File: src/adcc_map.svh
// adc control block: register offsets, field positions, reset values
// assumes: included by adcc_top only, byte-wide register port
`ifndef ADCC_MAP_SVH
`define ADCC_MAP_SVH

// ****************************************
// register offsets (register port index)
// ****************************************
`define ADCC_OFF_CONVERSION_CONTROL   4'h0
`define ADCC_OFF_PIN_REFERENCE_CONFIG 4'h1
`define ADCC_OFF_FORMAT_CLOCK_CONFIG  4'h2
`define ADCC_OFF_RESULT_HIGH_BYTE     4'h3
`define ADCC_OFF_RESULT_LOW_BYTE      4'h4
`define ADCC_OFF_IRQ_STATUS           4'h5
`define ADCC_OFF_IRQ_MASK             4'h6

// ****************************************
// field positions
// ****************************************
`define ADCC_CC_ENABLE_BIT     0
`define ADCC_CC_GO_BIT         1
`define ADCC_CC_CHAN_LSB       2
`define ADCC_CC_CHAN_MSB       5
`define ADCC_PR_PCFG_LSB       0
`define ADCC_PR_PCFG_MSB       3
`define ADCC_PR_REFPOS_BIT     4
`define ADCC_PR_REFNEG_BIT     5
`define ADCC_FC_CLKSEL_LSB     0
`define ADCC_FC_CLKSEL_MSB     2
`define ADCC_FC_JUSTIFY_BIT    7
`define ADCC_IRQ_DONE_BIT      0

// ****************************************
// writable masks and reset values
// ****************************************
`define ADCC_CC_WMASK          8'h3F
`define ADCC_PR_WMASK          8'h3F
`define ADCC_FC_WMASK          8'h87
`define ADCC_IRQ_WMASK         8'h01
`define ADCC_REG_RESET         8'h00

// ****************************************
// divider last counts (divide by n -> n-1)
// ****************************************
`define ADCC_DIV2_LAST         6'h01
`define ADCC_DIV4_LAST         6'h03
`define ADCC_DIV8_LAST         6'h07
`define ADCC_DIV16_LAST        6'h0F
`define ADCC_DIV32_LAST        6'h1F
`define ADCC_DIV64_LAST        6'h3F
`define ADCC_MAX_PCFG          4'hE

`endif

File: src/adcc_pkg.sv
// adc control block: shared types
// assumes: constants come from adcc_map.svh
package adcc_pkg;

	// conversion sequencer, gray coded
	typedef enum logic [0:0]
	{
		ADCC_IDLE = 1'b0,
		ADCC_CONV = 1'b1
	} adcc_state_t;

	// conversion clock select codes
	typedef enum logic [2:0]
	{
		ADCC_CLK_DIV2  = 3'h0,
		ADCC_CLK_DIV8  = 3'h1,
		ADCC_CLK_DIV32 = 3'h2,
		ADCC_CLK_RC_A  = 3'h3,
		ADCC_CLK_DIV4  = 3'h4,
		ADCC_CLK_DIV16 = 3'h5,
		ADCC_CLK_DIV64 = 3'h6,
		ADCC_CLK_RC_B  = 3'h7
	} adcc_clk_sel_t;

endpackage

File: src/adcc_top.sv
// adc control block: control registers, conversion sequencer, bit clock enable
// assumes: one clock, register port inputs and core inputs synchronous to clk
//
// The register addresses and strobed register access were left to the implementer.
`timescale 1ns/1ps
`include "adcc_map.svh"

module adcc_top #(
	parameter int NUM_INPUTS = 16
) (
	// clock and reset
	input  wire logic                  clk,
	input  wire logic                  sys_rst,
	// register port
	input  wire logic [3:0]            reg_addr,
	input  wire logic [7:0]            reg_wdata,
	input  wire logic                  reg_wr,
	input  wire logic                  reg_rd,
	output logic      [7:0]            reg_rdata,
	// interrupt
	output logic                       irq,
	// converter core control
	output logic                       converter_enable,
	output logic [3:0]                 analog_channel_select,
	output logic                       channel_available,
	output logic                       ref_pos_external,
	output logic                       ref_neg_external,
	output logic [NUM_INPUTS-1:0]      pin_analog,
	output logic                       use_internal_rc_clock,
	output logic                       bit_clock_tick,
	output logic                       core_start,
	output logic                       core_abort,
	// converter core status
	input  wire logic                  internal_rc_tick,
	input  wire logic                  core_done,
	input  wire logic [9:0]            core_result
);

	// ****************************************
	// register state
	// ****************************************
	logic [7:0]                conversion_control;
	logic [7:0]                pin_reference_config;
	logic [7:0]                format_clock_config;
	logic [7:0]                result_high_byte;
	logic [7:0]                result_low_byte;
	logic [7:0]                irq_status;
	logic [7:0]                irq_mask;
	logic [7:0]                next_conversion_control;
	logic [7:0]                next_pin_reference_config;
	logic [7:0]                next_format_clock_config;
	logic [7:0]                next_result_high_byte;
	logic [7:0]                next_result_low_byte;
	logic [7:0]                next_irq_status;
	logic [7:0]                next_irq_mask;
	logic [7:0]                next_reg_rdata;
	adcc_pkg::adcc_state_t     state;
	adcc_pkg::adcc_state_t     next_state;
	logic                      next_core_start;
	logic                      next_core_abort;

	logic                      wr_cc;
	logic                      start_req;
	logic                      done_evt;
	logic [3:0]                pcfg;

	assign wr_cc = reg_wr && (reg_addr == `ADCC_OFF_CONVERSION_CONTROL);
	// start needs the enable bit set in the same write as the go bit
	assign start_req = wr_cc && reg_wdata[`ADCC_CC_GO_BIT]
		&& reg_wdata[`ADCC_CC_ENABLE_BIT];
	assign done_evt = (state == adcc_pkg::ADCC_CONV) && core_done;

	// ****************************************
	// register and sequencer next values
	// ****************************************
	always_comb
	begin
		next_conversion_control   = conversion_control;
		next_pin_reference_config = pin_reference_config;
		next_format_clock_config  = format_clock_config;
		next_result_high_byte     = result_high_byte;
		next_result_low_byte      = result_low_byte;
		next_irq_status           = irq_status;
		next_irq_mask             = irq_mask;
		next_state                = state;
		next_core_start           = 1'b0;
		next_core_abort           = 1'b0;
		if (reg_wr)
		begin
			unique case (reg_addr)
				`ADCC_OFF_CONVERSION_CONTROL:
				begin
					// go bit is owned by the sequencer below
					next_conversion_control = (reg_wdata & `ADCC_CC_WMASK)
						& ~(8'h01 << `ADCC_CC_GO_BIT);
					next_conversion_control[`ADCC_CC_GO_BIT] =
						conversion_control[`ADCC_CC_GO_BIT];
				end
				`ADCC_OFF_PIN_REFERENCE_CONFIG:
					next_pin_reference_config = reg_wdata & `ADCC_PR_WMASK;
				`ADCC_OFF_FORMAT_CLOCK_CONFIG:
					next_format_clock_config = reg_wdata & `ADCC_FC_WMASK;
				`ADCC_OFF_IRQ_STATUS:
					next_irq_status = irq_status & ~(reg_wdata & `ADCC_IRQ_WMASK);
				`ADCC_OFF_IRQ_MASK:
					next_irq_mask = reg_wdata & `ADCC_IRQ_WMASK;
				default:
				begin
				end
			endcase
		end
		unique case (state)
			adcc_pkg::ADCC_IDLE:
			begin
				if (start_req)
				begin
					next_state      = adcc_pkg::ADCC_CONV;
					next_core_start = 1'b1;
					next_conversion_control[`ADCC_CC_GO_BIT] = 1'b1;
				end
			end
			adcc_pkg::ADCC_CONV:
			begin
				if (done_evt)
				begin
					// completion wins over a same-cycle abort write
					next_state = adcc_pkg::ADCC_IDLE;
					next_conversion_control[`ADCC_CC_GO_BIT] = 1'b0;
					if (format_clock_config[`ADCC_FC_JUSTIFY_BIT])
					begin
						next_result_high_byte = {6'h00, core_result[9:8]};
						next_result_low_byte  = core_result[7:0];
					end
					else
					begin
						next_result_high_byte = core_result[9:2];
						next_result_low_byte  = {core_result[1:0], 6'h00};
					end
				end
				else if (wr_cc && !(reg_wdata[`ADCC_CC_GO_BIT]
					&& reg_wdata[`ADCC_CC_ENABLE_BIT]))
				begin
					// clearing go or enable aborts the running conversion
					next_state      = adcc_pkg::ADCC_IDLE;
					next_core_abort = 1'b1;
					next_conversion_control[`ADCC_CC_GO_BIT] = 1'b0;
				end
			end
		endcase
		// set wins over a same-cycle write-one-to-clear
		if (done_evt)
		begin
			next_irq_status[`ADCC_IRQ_DONE_BIT] = 1'b1;
		end
	end

	// ****************************************
	// register and sequencer flops
	// ****************************************
	always_ff @(posedge clk or posedge sys_rst)
	begin
		if (sys_rst)
		begin
			conversion_control   <= `ADCC_REG_RESET;
			pin_reference_config <= `ADCC_REG_RESET;
			format_clock_config  <= `ADCC_REG_RESET;
			result_high_byte     <= `ADCC_REG_RESET;
			result_low_byte      <= `ADCC_REG_RESET;
			irq_status           <= `ADCC_REG_RESET;
			irq_mask             <= `ADCC_REG_RESET;
			state                <= adcc_pkg::ADCC_IDLE;
			core_start           <= 1'b0;
			core_abort           <= 1'b0;
		end
		else
		begin
			conversion_control   <= next_conversion_control;
			pin_reference_config <= next_pin_reference_config;
			format_clock_config  <= next_format_clock_config;
			result_high_byte     <= next_result_high_byte;
			result_low_byte      <= next_result_low_byte;
			irq_status           <= next_irq_status;
			irq_mask             <= next_irq_mask;
			state                <= next_state;
			core_start           <= next_core_start;
			core_abort           <= next_core_abort;
		end
	end

	// ****************************************
	// read port, data one cycle after strobe
	// ****************************************
	always_comb
	begin
		next_reg_rdata = 8'h00;
		if (reg_rd)
		begin
			unique case (reg_addr)
				`ADCC_OFF_CONVERSION_CONTROL:   next_reg_rdata = conversion_control;
				`ADCC_OFF_PIN_REFERENCE_CONFIG: next_reg_rdata = pin_reference_config;
				`ADCC_OFF_FORMAT_CLOCK_CONFIG:  next_reg_rdata = format_clock_config;
				`ADCC_OFF_RESULT_HIGH_BYTE:     next_reg_rdata = result_high_byte;
				`ADCC_OFF_RESULT_LOW_BYTE:      next_reg_rdata = result_low_byte;
				`ADCC_OFF_IRQ_STATUS:           next_reg_rdata = irq_status;
				`ADCC_OFF_IRQ_MASK:             next_reg_rdata = irq_mask;
				default:                        next_reg_rdata = 8'h00;
			endcase
		end
	end

	always_ff @(posedge clk or posedge sys_rst)
	begin
		if (sys_rst)
		begin
			reg_rdata <= 8'h00;
		end
		else
		begin
			reg_rdata <= next_reg_rdata;
		end
	end

	assign irq = |(irq_status & irq_mask);

	// ****************************************
	// core selections
	// ****************************************
	assign converter_enable      = conversion_control[`ADCC_CC_ENABLE_BIT];
	assign analog_channel_select =
		conversion_control[`ADCC_CC_CHAN_MSB:`ADCC_CC_CHAN_LSB];
	assign channel_available     =
		({28'h0000000, analog_channel_select} < NUM_INPUTS);
	assign ref_pos_external      = pin_reference_config[`ADCC_PR_REFPOS_BIT];
	assign ref_neg_external      = pin_reference_config[`ADCC_PR_REFNEG_BIT];
	assign pcfg = pin_reference_config[`ADCC_PR_PCFG_MSB:`ADCC_PR_PCFG_LSB];

	genvar gi;
	generate
		for (gi = 0; gi < NUM_INPUTS; gi++)
		begin : g_pin
			// analog when pcfg is zero or index plus pcfg stays at fourteen or below
			assign pin_analog[gi] = (pcfg == 4'h0)
				|| ((5'(gi) + {1'b0, pcfg}) <= {1'b0, `ADCC_MAX_PCFG});
		end
	endgenerate

	// ****************************************
	// conversion bit clock enable
	// ****************************************
	adcc_pkg::adcc_clk_sel_t   clk_sel;
	logic [5:0]                div_cnt;
	logic [5:0]                next_div_cnt;
	logic [5:0]                div_last;
	logic                      next_bit_clock_tick;

	assign clk_sel = adcc_pkg::adcc_clk_sel_t'(
		format_clock_config[`ADCC_FC_CLKSEL_MSB:`ADCC_FC_CLKSEL_LSB]);
	assign use_internal_rc_clock = (clk_sel == adcc_pkg::ADCC_CLK_RC_A)
		|| (clk_sel == adcc_pkg::ADCC_CLK_RC_B);

	always_comb
	begin
		unique case (clk_sel)
			adcc_pkg::ADCC_CLK_DIV2:  div_last = `ADCC_DIV2_LAST;
			adcc_pkg::ADCC_CLK_DIV4:  div_last = `ADCC_DIV4_LAST;
			adcc_pkg::ADCC_CLK_DIV8:  div_last = `ADCC_DIV8_LAST;
			adcc_pkg::ADCC_CLK_DIV16: div_last = `ADCC_DIV16_LAST;
			adcc_pkg::ADCC_CLK_DIV32: div_last = `ADCC_DIV32_LAST;
			adcc_pkg::ADCC_CLK_DIV64: div_last = `ADCC_DIV64_LAST;
			adcc_pkg::ADCC_CLK_RC_A,
			adcc_pkg::ADCC_CLK_RC_B:  div_last = `ADCC_DIV2_LAST;
		endcase
		next_div_cnt        = div_cnt;
		next_bit_clock_tick = 1'b0;
		if (!converter_enable)
		begin
			next_div_cnt = 6'h00;
		end
		else if (use_internal_rc_clock)
		begin
			next_div_cnt        = 6'h00;
			next_bit_clock_tick = internal_rc_tick;
		end
		else if (div_cnt >= div_last)
		begin
			next_div_cnt        = 6'h00;
			next_bit_clock_tick = 1'b1;
		end
		else
		begin
			next_div_cnt = div_cnt + 6'h01;
		end
	end

	always_ff @(posedge clk or posedge sys_rst)
	begin
		if (sys_rst)
		begin
			div_cnt        <= 6'h00;
			bit_clock_tick <= 1'b0;
		end
		else
		begin
			div_cnt        <= next_div_cnt;
			bit_clock_tick <= next_bit_clock_tick;
		end
	end

endmodule // adcc_top

File: config.mk
export PLATFORM = sky130hd
export DESIGN_NAME = adcc_top
export DESIGN_NICKNAME = d
export VERILOG_FILES = /design/src/adcc_pkg.sv /design/src/adcc_top.sv
export VERILOG_INCLUDE_DIRS = /design/src /design/src/src
export SDC_FILE = /design/constraint.sdc
export NUM_CORES = 1
export LEC_CHECK = 0
export ABC_AREA = 0
export BUFFER_PORTS_ARGS = -buffer_cell sky130_fd_sc_hd__buf_2
export CORE_MARGIN = 2
export CORE_UTILIZATION = 45
export DETAILED_ROUTE_END_ITERATION = 16
export GPL_TIMING_DRIVEN = 0
export PLACE_DENSITY = 0.72
export SKIP_LAST_GASP = 1
export SLEW_MARGIN = 30
export SYNTH_ARGS = -nofsm -noshare
export SYNTH_HDL_FRONTEND = slang
export SYNTH_SLANG_ARGS = --single-unit
export TNS_END_PERCENT = 100
File: constraint.sdc
create_clock -name clk -period 3.55 [get_ports clk]
set_clock_uncertainty 0.05 [all_clocks]
set_input_delay 1.065 -clock clk [delete_from_list [all_inputs] [get_ports clk]]
set_output_delay 1.065 -clock clk [all_outputs]
set_load 0.05 [all_outputs]
# Word-level counts from Yosys, hierarchy flattened
# Memories as Yosys holds them, arrays and structs flattened.
# Cells that the tools add are included.
# totals
regBits,59
romBits,40
input_bits,28
out_inout_bits,37
elab_cells,122
n_memories,1
# memory_table
name,words,width,read_ports,rd_clocked_by_memory_dff,wr,line,text
(no name shown),8,5,1,0,0,adcc_top.sv:263,unique case (clk_sel)
# classes
addsub,16
n_lt_le_gt_ge,17
n_eq_ne,8
muxes,25
bitwise,4
n_reduce_logical,36
# ops
op,n
5-bit by 4-bit less-or-equal comparator with 1-bit output (second input constant),15
8-bit case mux with 7 select lines,1
4-bit by 4-bit adder with 5-bit output (first input constant),8
8-bit 2-to-1 mux,3
3-bit by 4-bit adder with 5-bit output (first input constant),4
6-bit 2-to-1 mux,3
1-bit logical OR,17
1-bit 2-to-1 mux,16
2-bit AND reduction,7
4-bit by 3-bit == test with 1-bit output (second input constant),3
2-bit by 4-bit adder with 5-bit output (first input constant),2
8-bit by 1-bit AND with 8-bit output,1
8-bit AND,1
4-bit by 2-bit == test with 1-bit output (second input constant),2
4-bit zero test,2
1-bit NOT with 8-bit output,1
8-bit OR reduction,1
6-bit by 1-bit adder with 6-bit output (second input constant),1
6-bit greater-or-equal comparator,1
1-bit logical AND,6
1-bit by 4-bit adder with 5-bit output (first input constant),1
4-bit by 1-bit == test with 1-bit output (second input constant),1
4-bit less-or-equal comparator (second input constant),1
1-bit case mux with 2 select lines,2
other kinds (5),6

# Longest topological paths before layout
# Gate-level depths: netlist (run 1).
# logic_depth
depth_word,6
mapped_depth,10
mapped_depth_nobuf,9

# Least setup slack after synthesis (run 1)
# OpenSTA, ideal clock, no wires.
# synth_path
path_type,register to output
startpoint,register pin_reference_config[2]
endpoint,output pin_analog[6]
t_arrival_ps,2189
t_required_ps,2435
slack_ps,246
stages_incl_launch_ff,7
n_path_buf,1
path_cell_list,dfrtp_1 buf_2 inv_1 ha_1 nand2_1 o31ai_1 o21ai_0
# synth_via
elab_chain_len,3
elab_cells_between_ends,4
cone_classes,1 x add/sub; 1 x order compare; 2 x reduce/logical
# synth_lines
item,line,text
"start, declared",adcc_top.sv:43,logic [7:0] pin_reference_config;
"start signal, assigned",adcc_top.sv:165,pin_reference_config <= `ADCC_REG_RESET;
"start signal, assigned",adcc_top.sv:178,pin_reference_config <= next_pin_reference_config;
3-bit by 4-bit adder with 5-bit output,adcc_top.sv:243,"|| ((5'(gi) + {1'b0, pcfg}) <= {1'b0, `ADCC_MAX_PCFG});"
5-bit by 4-bit less-or-equal comparator with 1-bit output,adcc_top.sv:243,
1-bit logical OR (*),adcc_top.sv:242,assign pin_analog[gi] = (pcfg == 4'h0)
"end, declared",adcc_top.sv:28,"output logic [NUM_INPUTS-1:0] pin_analog,"
# Mark *: on every way between the ends. The rest lies on a longest branch, timed or not.

# Worst setup path after layout (run 1)
# layout_path
startpoint,register pin_reference_config[0]
endpoint,output pin_analog[5]
# The elaborated chain is that of the path after synthesis.

==> results of run 1 <==
-- cell usage in the layout (no fill, tap or decap), types with 9 or more instances in the layout --
master and count:
sky130_fd_sc_hd__buf_2 64, sky130_fd_sc_hd__nand2_1 53, sky130_fd_sc_hd__dfrtp_1 50, sky130_fd_sc_hd__o21ai_0 30, sky130_fd_sc_hd__ha_1 19, sky130_fd_sc_hd__mux2_2 18
sky130_fd_sc_hd__nor2_1 17, sky130_fd_sc_hd__inv_1 13, sky130_fd_sc_hd__nand3_1 11, sky130_fd_sc_hd__a21oi_1 10, sky130_fd_sc_hd__nand2b_1 9
-- cells in the mapped netlist (7+ instances only) --
cell type,instances
sky130_fd_sc_hd__nand2_1,53
sky130_fd_sc_hd__dfrtp_1,52
sky130_fd_sc_hd__o21ai_0,30
sky130_fd_sc_hd__ha_1,20
sky130_fd_sc_hd__mux2_2,18
sky130_fd_sc_hd__nor2_1,18
sky130_fd_sc_hd__inv_1,14
sky130_fd_sc_hd__nand3_1,11
sky130_fd_sc_hd__a21oi_1,10
sky130_fd_sc_hd__clkbuf_1,10
sky130_fd_sc_hd__nand2b_1,9
sky130_fd_sc_hd__mux2i_1,8
sky130_fd_sc_hd__buf_4,7
-- registers in the layout, summed over array words and instances (netlist names) --
signal,count
bit_clock_tick,1
conversion_control,6
core_abort,1
core_start,1
div_cnt,6
format_clock_config,4
irq_mask,1
irq_status,1
pin_reference_config,6
reg_rdata,8
result_high_byte,8
result_low_byte,8
state,1
-- through the flow --
step                      std cells  area, um2
after floorplan                 333       3110
after detailed placement        474       3510
after global routing            482       3640
after CTS                       481       3620
final                           482       3640
after global placement          474       3510
-- worst min-delay path, cell delays in order (launching register included) --
cell                      delay, ns
sky130_fd_sc_hd__dfrtp_1       0.35
sky130_fd_sc_hd__nand2_1       0.05
sky130_fd_sc_hd__o21ai_0       0.06
-- power breakdown --
part | total, mW | switching (mW) | internal [mW] | leakage, nW
logic | 1.13 | 0.762 | 0.365 | 1.04
clock network | 0.406 | 0.197 | 0.209 | 0.0541
registers | 0.848 | 0.109 | 0.739 | 0.670
-- layout make-up --
cell class	instances	area, um2
clock buffer	5	68.8
buffer	22	126
fill	621	3080
inverter	15	58.8
multi-input combinational	243	1630
tap	80	100
timing repair buffer	62	313
clock inverter	3	42.5
sequential	52	1300
-- per-layer routing --
| metal | GRT usage [%] | vias up |
|---|---|---|
| met5 | 0 | - |
| met4 | 8.25 | 0 |
| met3 | 2.84 | 13 |
| met2 | 31.9 | 108 |
| met1 | 27.8 | 1236 |
| li1 | - | 1293 |
-- what timing repair did --
action                                  CTS  global route
hold buffers                              0             0
buffers inserted                          0             1
endpoints found under the setup margin    5            10
resized for setup                         1             6
hold endpoints to repair                  0             0
-- path summary, 6_finish.rpt --
| path | slack (ns) | cells past startpoint | to |
|---|---|---|---|
| worst max-delay path | 0.12 | 7 | pin_analog[5] |
| worst min-delay path | 0.44 | 2 | result_low_byte[0]$_DFFE_PP0P_ |
| min in group asynchronous | 0.79 | 2 | conversion_control[3]$_DFFE_PP0P_ |
| worst max register to register | 1.21 | 10 | div_cnt[5]$_DFF_PP0_ |
| worst min register to register | 0.44 | 2 | result_low_byte[0]$_DFFE_PP0P_ |
| max in group asynchronous | 2.20 | 2 | pin_reference_config[2]$_DFFE_PP0P_ |
-- cells by family (layout without fill, tap and decap cells) --
kind of cell	after synthesis	after routing	share of synthesized area [%]
DFF	52	52	41.9
other	1	1	0.121
and+or+nand+nor	119	119	18.6
muxes	26	26	9.10
adders and majority gates	20	20	8.05
buffers and inverters	38	107	5.88
AOI/OAI and AO/OA	68	68	13.8
xor gates and xnor gates	9	9	2.54
==> results.txt, run 1 <==
The number of nets produced by synthesis is 381. In this design, the largest share of critical-path delay is due to buffers and inverters. The flow ran to the end, and the final reports show no timing, DRC or antenna violations. After synthesis, the largest area contributor takes up 41.9% of total cell area. After detailed routing, the wire length on met1 is 3.28 mm.

STA puts the critical path data required time at 2.43 ns. The number of endpoints with negative hold slack in the final report was 0. After the first detailed-routing iteration, the DRC count stood at 155. The maximum count of clock buffers along a single path came out at 2. The critical path in this run is classified as reg2out. For this run, the detailed router's first-pass iteration total came to 8. The die covers 7580 um2.

The post-layout minimum cycle time came out at 3.43 ns. The global router's overall resource usage is 20.1%. Entering global routing, the biggest net connects 53 pins.

The flip-flop cell with the highest count after synthesis is sky130_fd_sc_hd__dfrtp_1. Once routing completed, OpenROAD measured the worst setup slack at 0.115 ns. The startpoint of the most critical setup path is pin_reference_config[0]$_DFFE_PP0P_. The clock latency on the worst-skew pair came out at 0.31 ns.

The critical path goes through clkbuf_4 > inv_1 > ha_1 > nand2b_1 > o41ai_1 > nand2_1 > buf_2. Data on the critical path arrives at its endpoint at 2.32 ns. The total of warnings raised by yosys is 0. The residual DRC count came out at 0. The placeable core area came out at 6720 um2. The final critical path takes up 96.8% of the cycle.

The wire length of the first global-routing pass came out at 12.1 mm. Setup violations remaining at the end of the flow were counted as 0. At the pin with the least slew margin, the transition time is 0.635 ns. The die extent in y is 87.1 um.

The number of global-route vias before repair came out at 2516. The average cell area after synthesis is 9.33 um2. The worst IR drop on VDD is 425 uV. The number of max-slew violations in the final report came out at 0. The worst flop-to-flop path startpoint is format_clock_config[0]$_DFFE_PP0P_.

The initialized floorplan defines 30 standard-cell rows. In this run the count of I/O pins placed on the die edge is 65. In this run the worst path has a maximum fanout of 10.

The final design utilization came out at 54.2%. The routed design uses 397 um of met3 wire. At the end of routability-driven placement, the weighted congestion stood at 0.893. For this block, the via count after detailed routing is 2650. The number of antenna diodes in the final layout is 0. The via-per-instance ratio came out at 5.50. At the placement stage, the worst setup path has a slack of 0.203 ns.

The post-layout net count is 449. The clock tree root driver cell is sky130_fd_sc_hd__clkbuf_8. The sequential fraction of the synthesis area came out at 41.9%. The initial antenna violation count is 0. The class of the worst hold path is reg2reg. The final global-route overflow total is 0. The total number of H-tree levels is 2. The cell area that synthesis handed to floorplanning was 3110 um2.

In this run the horizontal extent of the chip is 87.1 um. Based on the critical path, the design can be clocked at up to 291 MHz. The post-synthesis async set-or-reset flop share is 100%. The number of flip-flops and latches in the synthesized netlist came out at 52.

The number of different library cells in the post-synthesis netlist came out at 49. The layout overhead on the synthesized area is 17.2%. Signal routing reaches up to met4. The total leakage power came out at 1.77 nW. The number of port buffers came out at 61.

Max-cap violations in this run came to 0. Of the cells placed in the final design, the portion with a size suffix greater than 1 is 28.9%. Setup repair after global routing could not meet its margin everywhere. Summed over all nets, wire length on met2 after detailed routing comes to 3.51 mm. Counting flops with a built-in enable in the synthesized netlist gives 0. Summed over all nets, the half-perimeter wirelength after detailed placement is 5.43 mm. The tightest slew margin relative to the limit is 57.6%.

The sink count of the clock tree is 52. Summed over all instances, the cell type with the most area after synthesis is sky130_fd_sc_hd__dfrtp_1. After detailed routing, the total wire length is 7.33 mm. The largest incremental delay on the critical path came out at 0.44 ns.

The post-CTS clock slew at the launch and capture registers of the worst setup and hold paths came out at 0.09 ns. The number of instances in the synthesized netlist is 333. The number of routed nets with antenna violations is 0. The clock tree from TritonCTS is yes. The worst setup path is launched from a flop. The power density over the cells is 654 nW/um2.

The final total power is 2.38 mW. The startpoint identified for the worst hold timing path is result_low_byte[0]$_DFFE_PP0P_. Among all stages on the critical path, the largest delay is contributed by sky130_fd_sc_hd__o41ai_1.

The post-route setup TNS came out at 0 ns. Clock tree synthesis inserted a total of 5 buffers. In the post-synthesis netlist, the biggest area contributors are sky130_fd_sc_hd__dfrtp_1, sky130_fd_sc_hd__ha_1, sky130_fd_sc_hd__mux2_2, sky130_fd_sc_hd__nand2_1, sky130_fd_sc_hd__o21ai_0. The starting density of the core came out at 46.2%.

The worst setup path is captured at a primary output. Hold is met by 0.442 ns. The buffering stage count on the worst path with inverters included came out at 3. In the final routed layout, each cell accounts on average for 15.2 um.
No activity file was read; power rests on OpenSTA's default activity.
==> run 2: changes to the inputs <==
- CORE_UTILIZATION: 45 -> 40
- PLACE_DENSITY: 0.72 -> 0.65
==> results.txt, run 2 (synthesis gave the netlist of run 1 again) <==
The cell depth of the worst hold path is 2 (unchanged). The start point of the worst hold path is result_low_byte[3]$_DFFE_PP0P_ (was result_low_byte[0]$_DFFE_PP0P_). The number of port buffers came out at 61 (unchanged).

The kind of end point of the critical path is a primary output (unchanged). The number of filler cells placed in the layout was 780 (was 621). The aggregate routed wire length was 7.30 mm (was 7.33 mm). The number of routed nets with antenna violations is 0 (unchanged). The sink count of the clock tree came out at 52 (unchanged). The total leakage power came out at 1.78 nW (was 1.77 nW). The number of clock buffers inserted by TritonCTS is 5 (unchanged). The number of top-level pins came to 65 (unchanged). The largest driver fanout on the critical path came out at 10 (unchanged). The clock tree from TritonCTS is yes (unchanged). The worst-case reg-to-reg path depth came out at 10 (unchanged). The post-route setup TNS was 0 ns (unchanged). The sort of element at the start of the critical path was a flop (unchanged).

The buffering stage count on the worst path with inverters included is 3 (unchanged). The number of vias after detailed routing is 2609 (was 2650). The number of endpoints with negative hold slack in the final report is 0 (unchanged). The number of diodes is 0 (unchanged). The clock latency on the worst-skew pair is 0.30 ns (was 0.31 ns). The placer's final routability congestion estimate was 0.923 (was 0.893). The arrival time reported for the critical path endpoint came to 2.25 ns (was 2.32 ns). The endpoint of the most critical register-to-register path is div_cnt[5]$_DFF_PP0_ (unchanged).

The final setup violation count is 0 (unchanged). Largest regs: reg_rdata (8), result_high_byte (8), result_low_byte (8) (unchanged). The worst flop-to-flop path startpoint is format_clock_config[0]$_DFFE_PP0P_ (unchanged). Most frequent cells in the layout: sky130_fd_sc_hd__buf_2, sky130_fd_sc_hd__nand2_1, sky130_fd_sc_hd__dfrtp_1 (unchanged).

The DRC violation total after the first TritonRoute iteration is 134 (was 155). The post-layout net count is 451 (was 449). The final global-route overflow total came to 0 (unchanged). The fraction of final layout cells with drive strength greater than 1 came out at 28.2% (was 28.9%).

The die extent in y came out at 92.1 um (was 87.1 um). The combined flip-flop and latch cell area is 1300 um2 (about the same). The die footprint is 8490 um2 (was 7580 um2). The number of global-route vias before repair is 2496 (was 2516). The worst min-delay path endpoint is result_low_byte[3]$_DFFE_PP0P_ (was result_low_byte[0]$_DFFE_PP0P_).

The maximum count of clock buffers along a single path is 2 (unchanged). The total number of H-tree levels was 2 (unchanged). The reg-to-reg setup timing slack came out at 1.27 ns (was 1.21 ns). The area occupied by multi-input gates is 1620 um2 (was 1630 um2).

The post-layout minimum cycle time was 3.36 ns (was 3.43 ns). The via-per-instance ratio came out at 5.16 (was 5.50). The type of the worst setup path is reg2out (unchanged). The power density over the cells came out at 643 nW/um2 (was 654 nW/um2). The layout overhead on the synthesized area came out at 18.6% (was 17.2%). The clock tree root driver cell is sky130_fd_sc_hd__clkbuf_8 (unchanged). The slowest cell on the critical path was sky130_fd_sc_hd__dfrtp_1 (was sky130_fd_sc_hd__o41ai_1). The first-pass iteration count of the detailed router is 4 (was 8). The commonest non-fill, non-tap cell in the layout is sky130_fd_sc_hd__buf_2 (unchanged). The post-CTS clock slew at the launch and capture registers of the worst setup and hold paths came to 0.09 ns (about the same). The required arrival time at the worst endpoint came out at 2.43 ns (about the same).

The largest incremental delay on the critical path is 0.39 ns (was 0.44 ns). The HPWL after detailed placement is 5.55 mm (was 5.43 mm). The final design utilization came out at 48.5% (was 54.2%). The count of max-cap constraint violations is 0 (unchanged).

The global router's overall resource usage came out at 17.7% (was 20.1%). The maximum number of pins on one net before global-route repair is 39 (was 53). Result of the run: finished clean (unchanged).

The residual DRC count came out at 0 (unchanged). The number of standard-cell rows in the floorplan came out at 32 (was 30). The share of the clock period used by the worst path after layout is 94.8% (was 96.8%). The worst IR drop on VDD is 294 uV (was 425 uV). The starting density of the core came out at 40.8% (was 46.2%). List of cells traversed by the critical path: clkbuf_4 > inv_1 > ha_1 > or2_2 > o32ai_1 > nand2_1 > buf_2 (was clkbuf_4 > inv_1 > ha_1 > nand2b_1 > o41ai_1 > nand2_1 > buf_2). The highest achievable clock rate was 297 MHz (was 291 MHz). The cell class contributing the biggest share of worst-path delay is buffers and inverters (unchanged). The class of the worst hold path was reg2reg (unchanged).

The number of max-slew violations in the final report came out at 0 (unchanged). The final routed wire length divided by cell count came to 14.4 um (was 15.2 um). Setup repair after global routing missed its margin: no (was yes). The wire length of the first global-routing pass came out at 12.2 mm (was 12.1 mm). The placeable core area is 7610 um2 (was 6720 um2).

The horizontal extent of the die is 92.1 um (was 87.1 um). The initial antenna violation count is 0 (unchanged).
[run 2: cell types whose count changed in the layout (fill, tap and decap cells not counted)]
cell,previous run,this run
sky130_fd_sc_hd__buf_4,8,9
sky130_fd_sc_hd__clkinvlp_4,1,0
sky130_fd_sc_hd__buf_12,0,1
sky130_fd_sc_hd__dfrtp_1,50,51
sky130_fd_sc_hd__clkbuf_1,8,9
sky130_fd_sc_hd__nor2_1,17,18
sky130_fd_sc_hd__ha_2,1,0
sky130_fd_sc_hd__nor2_2,2,1
sky130_fd_sc_hd__dfrtp_2,2,1
sky130_fd_sc_hd__ha_1,19,20
[run 2: how the worst max path moves through the flow]
| stage | end | cells after the start | startpoint |
|---|---|---|---|
| floorplan | pin_analog[6] | 6 | pin_reference_config[2]$_DFFE_PP0P_ |
| global placement | pin_analog[3] | 8 | pin_reference_config[1]$_DFFE_PP0P_ |
| detailed placement | pin_analog[3] | 8 | pin_reference_config[1]$_DFFE_PP0P_ |
| CTS | pin_analog[3] | 7 | pin_reference_config[1]$_DFFE_PP0P_ |
| global route | pin_analog[11] | 8 | pin_reference_config[0]$_DFFE_PP0P_ |
| finish | pin_analog[3] | 7 | pin_reference_config[0]$_DFFE_PP0P_ |
[run 2: timing repair]
| item | 4_1_cts | 5_1_grt |
|---|---|---|
| pin swaps | 0 | 0 |
| hold buffers | 0 | 0 |
| endpoints found under the hold margin | 0 | 0 |
| cloned | 0 | 0 |
| gates resized for setup | 1 | 3 |
| setup endpoints to repair | 10 | 10 |
| setup buffers | 0 | 2 |
[run 2: stage by stage]
stage	hold WS (ns)	instance area (um2)	std cells	power, mW	setup WS (ns)
global placement	0.410	3540	496	1.95	0.171
floorplan	0.394	3110	333	1.71	0.246
detailed placement	0.421	3560	497	1.97	0.152
global route	0.470	3690	506	2.52	0.0274
CTS	0.442	3670	504	2.37	0.0746
finish	0.440	3690	506	2.37	0.185
[run 2: area by class of cell]
| class | count | share of cell area, % |
|---|---|---|
| buffer | 22 | 3.43 |
| clock buffer | 6 | 1.97 |
| clock inverter | 2 | 0.950 |
| inverter | 15 | 1.60 |
| multi-input combinational | 243 | 44.0 |
| sequential | 52 | 35.3 |
| tap | 102 | 3.46 |
| timing repair buffer | 64 | 9.23 |
[run 2: worst min-delay path: cells and delay by family, from the launching register on]
family | cells | cell delay, ns
and+or+nand+nor | 1 | 0.05
DFF | 1 | 0.36
AOI/OAI and AO/OA | 1 | 0.06
[run 2: per-layer routing]
layer	part of all wire [%]	track usage, %	up-vias
met5	0	0	-
met4	0.78	4.10	0
met3	6.0	3.04	6
met2	48	29.8	75
met1	45	24.0	1236
li1	-	-	1292
[run 2: power by group]
group	switching, mW	internal, mW
sequential	0.108	0.738
clock	0.186	0.209
combinational	0.760	0.369
==> run 3: changes to the inputs <==
- CORE_UTILIZATION: 40 -> 55
- GPL_TIMING_DRIVEN: 0 -> unset
- PLACE_DENSITY: 0.65 -> 0.84
==> results.txt, run 3 (synthesis gave the netlist of run 1 again) <==
Result of the run: finished clean (unchanged). Most frequent cells in the layout: sky130_fd_sc_hd__buf_2, sky130_fd_sc_hd__nand2_1, sky130_fd_sc_hd__dfrtp_1 (unchanged). List of cells traversed by the critical path: inv_1 > ha_1 > nand2b_1 > o41ai_1 > nand2_1 > buf_2 (was clkbuf_4 > inv_1 > ha_1 > or2_2 > o32ai_1 > nand2_1 > buf_2). The commonest non-fill, non-tap cell in the layout is sky130_fd_sc_hd__buf_2 (unchanged). The number of port buffers was 62 (was 61). The worst IR drop on VDD is 338 uV (was 294 uV). The met2 capacity usage during global routing is 37.9% (was 29.8%). The required arrival time at the worst endpoint is 2.43 ns (about the same). The type of the worst setup path was reg2out (unchanged). The worst hold slack across all endpoints is 0.438 ns (was 0.440 ns). The total number of H-tree levels is 2 (unchanged).

The post-layout minimum cycle time is 3.32 ns (was 3.36 ns). The transition time at the pin with the least slew margin came out at 0.898 ns. The share of the clock period used by the worst path after layout is 93.5% (was 94.8%). The DRC violation total after the first TritonRoute iteration is 193 (was 134). The cell area after layout is 3490 um2 (was 3690 um2).

The final total power came to 2.27 mW (was 2.37 mW). The die footprint was 6270 um2 (was 8490 um2). The die extent in y is 79.2 um (was 92.1 um). The starting density of the core came to 56.8% (was 40.8%). The arrival time reported for the critical path endpoint is 2.21 ns (was 2.25 ns). The count of max-cap constraint violations came to 0 (unchanged). Largest regs: reg_rdata (8), result_high_byte (8), result_low_byte (8) (unchanged). The placer's final routability congestion estimate came out at 0.874 (was 0.923). The met1 capacity usage during global routing is 30.0% (was 24.0%). The post-CTS clock slew at the launch and capture registers of the worst setup and hold paths is 0.09 ns (about the same). The fraction of final layout cells with drive strength greater than 1 is 26.2% (was 28.2%). The post-cts hold buffer count came to 0 (unchanged). The largest incremental delay on the critical path is 0.50 ns (was 0.39 ns). Setup repair after global routing missed its margin: no (unchanged).

The number of clock buffers inserted by TritonCTS came to 5 (unchanged). The power density over the cells is 651 nW/um2 (was 643 nW/um2). The number of standard-cell rows in the floorplan came out at 27 (was 32). The horizontal extent of the die came to 79.2 um (was 92.1 um). The class of the worst hold path was reg2reg (unchanged). The maximum number of pins on one net before global-route repair is 53 (was 39). The slowest cell on the critical path is sky130_fd_sc_hd__dfrtp_2 (was sky130_fd_sc_hd__dfrtp_1). The highest achievable clock rate is 301 MHz (was 297 MHz). The number of max-slew violations in the final report came out at 0 (unchanged).

The number of endpoints with negative hold slack in the final report came out at 0 (unchanged). The maximum count of clock buffers along a single path came out at 2 (unchanged). The final routed wire length divided by cell count came out at 15.1 um (was 14.4 um). The kind of end point of the critical path was a primary output (unchanged). The worst slack at placement was 0.428 ns (was 0.152 ns). The number of placed instances with taps included came out at 446 (was 497). The placed instance area is 3400 um2 (was 3560 um2). The number of diodes is 0 (unchanged). The final global-route overflow total is 0 (unchanged).

The final setup violation count came out at 0 (unchanged). The clock tree from TritonCTS is yes (unchanged). The total leakage power came out at 1.70 nW (was 1.78 nW). The clock latency on the worst-skew pair came to 0.31 ns (was 0.30 ns).

The number of vias after detailed routing came to 2551 (was 2609). The number of global-route vias before repair is 2417 (was 2496). The number of routed nets with antenna violations is 0 (unchanged). The sink count of the clock tree is 52 (unchanged).

The first-pass iteration count of the detailed router is 5 (was 4). The residual DRC count is 0 (unchanged). The post-layout net count came to 429 (was 451). Headroom to the max-slew limit came out at 40.0%. The initial antenna violation count was 0 (unchanged).

The reg-to-reg setup timing slack is 1.33 ns (was 1.27 ns). The largest driver fanout on the critical path is 13 (was 10). The filler-free cell count of the finished design is 453 (was 506). The layout overhead on the synthesized area came out at 12.4% (was 18.6%). The global-route met3 utilization came out at 4.66% (was 3.04%).

The placeable core area is 5470 um2 (was 7610 um2). The busiest layer in global routing was met2 (unchanged). The final critical-path setup slack came to 0.230 ns (was 0.185 ns). The via-per-instance ratio came out at 5.63 (was 5.16). The global router's overall resource usage is 22.9% (was 17.7%). The HPWL after detailed placement is 5.10 mm (was 5.55 mm).

The post-route setup TNS is 0 ns (unchanged). The clock tree root driver cell is sky130_fd_sc_hd__clkbuf_8 (unchanged). The aggregate routed wire length is 6.86 mm (was 7.30 mm). The setup fix buffers added after clock tree synthesis came to 0 (unchanged). The sort of element at the start of the critical path is a flop (unchanged). The wire length of the first global-routing pass came to 11.4 mm (was 12.2 mm). The final design utilization came out at 63.8% (was 48.5%). The number of top-level pins came out at 65 (unchanged).
run 3: cell count changes in the layout (fill, tap and decap cells not counted), sizes merged:
cell,before,now
buf,75,64
bufinv,1,0
clkbuf,17,6
run 3: worst paths after layout:
kind	cells past startpoint	endpoint	from
worst max register to register	9	div_cnt[4]$_DFF_PP0_	format_clock_config[0]$_DFFE_PP0P_
worst min-delay path	2	result_low_byte[0]$_DFFE_PP0P_	result_low_byte[0]$_DFFE_PP0P_
worst max-delay path	6	pin_analog[5]	pin_reference_config[0]$_DFFE_PP0P_
min in group asynchronous	2	conversion_control[4]$_DFFE_PP0P_	sys_rst
max in group asynchronous	2	pin_reference_config[0]$_DFFE_PP0P_	sys_rst
worst min register to register	2	result_low_byte[0]$_DFFE_PP0P_	result_low_byte[0]$_DFFE_PP0P_
run 3: final cells by class:
type,count,area [um2]
sequential,52,1300
inverter,15,58.8
multi-input combinational,243,1620
tap,72,90.1
fill,480,1980
clock buffer,6,82.6
timing repair buffer,64,325
clock inverter,1,8.76
run 3: power by group:
| part | switching [mW] | internal (mW) | total [mW] |
|---|---|---|---|
| logic | 0.720 | 0.335 | 1.06 |
| registers | 0.136 | 0.738 | 0.874 |
| clock network | 0.185 | 0.156 | 0.341 |
| total | 1.04 | 1.23 | 2.27 |
run 3: critical path: cells and delay by family, from the launching register on:
family	cells	cell delay (ns)
flip-flops	1	0.50
adder cells (fa/ha/maj)	1	0.36
AO/OA/AOI/OAI	1	0.44
AND/OR/NAND/NOR	2	0.20
buffers and inverters	2	0.40
run 3: what timing repair did:
action / 4_1_cts / 5_1_grt
resized for setup: 0 / 1
hold endpoints to repair: 0 / 0
setup endpoints to repair: 0 / 5
run 3: metal layers:
layer,part of all wire (%),vias up
met5,0,-
met4,2.1,0
met3,6.1,12
met2,50,98
met1,42,1194
li1,-,1247
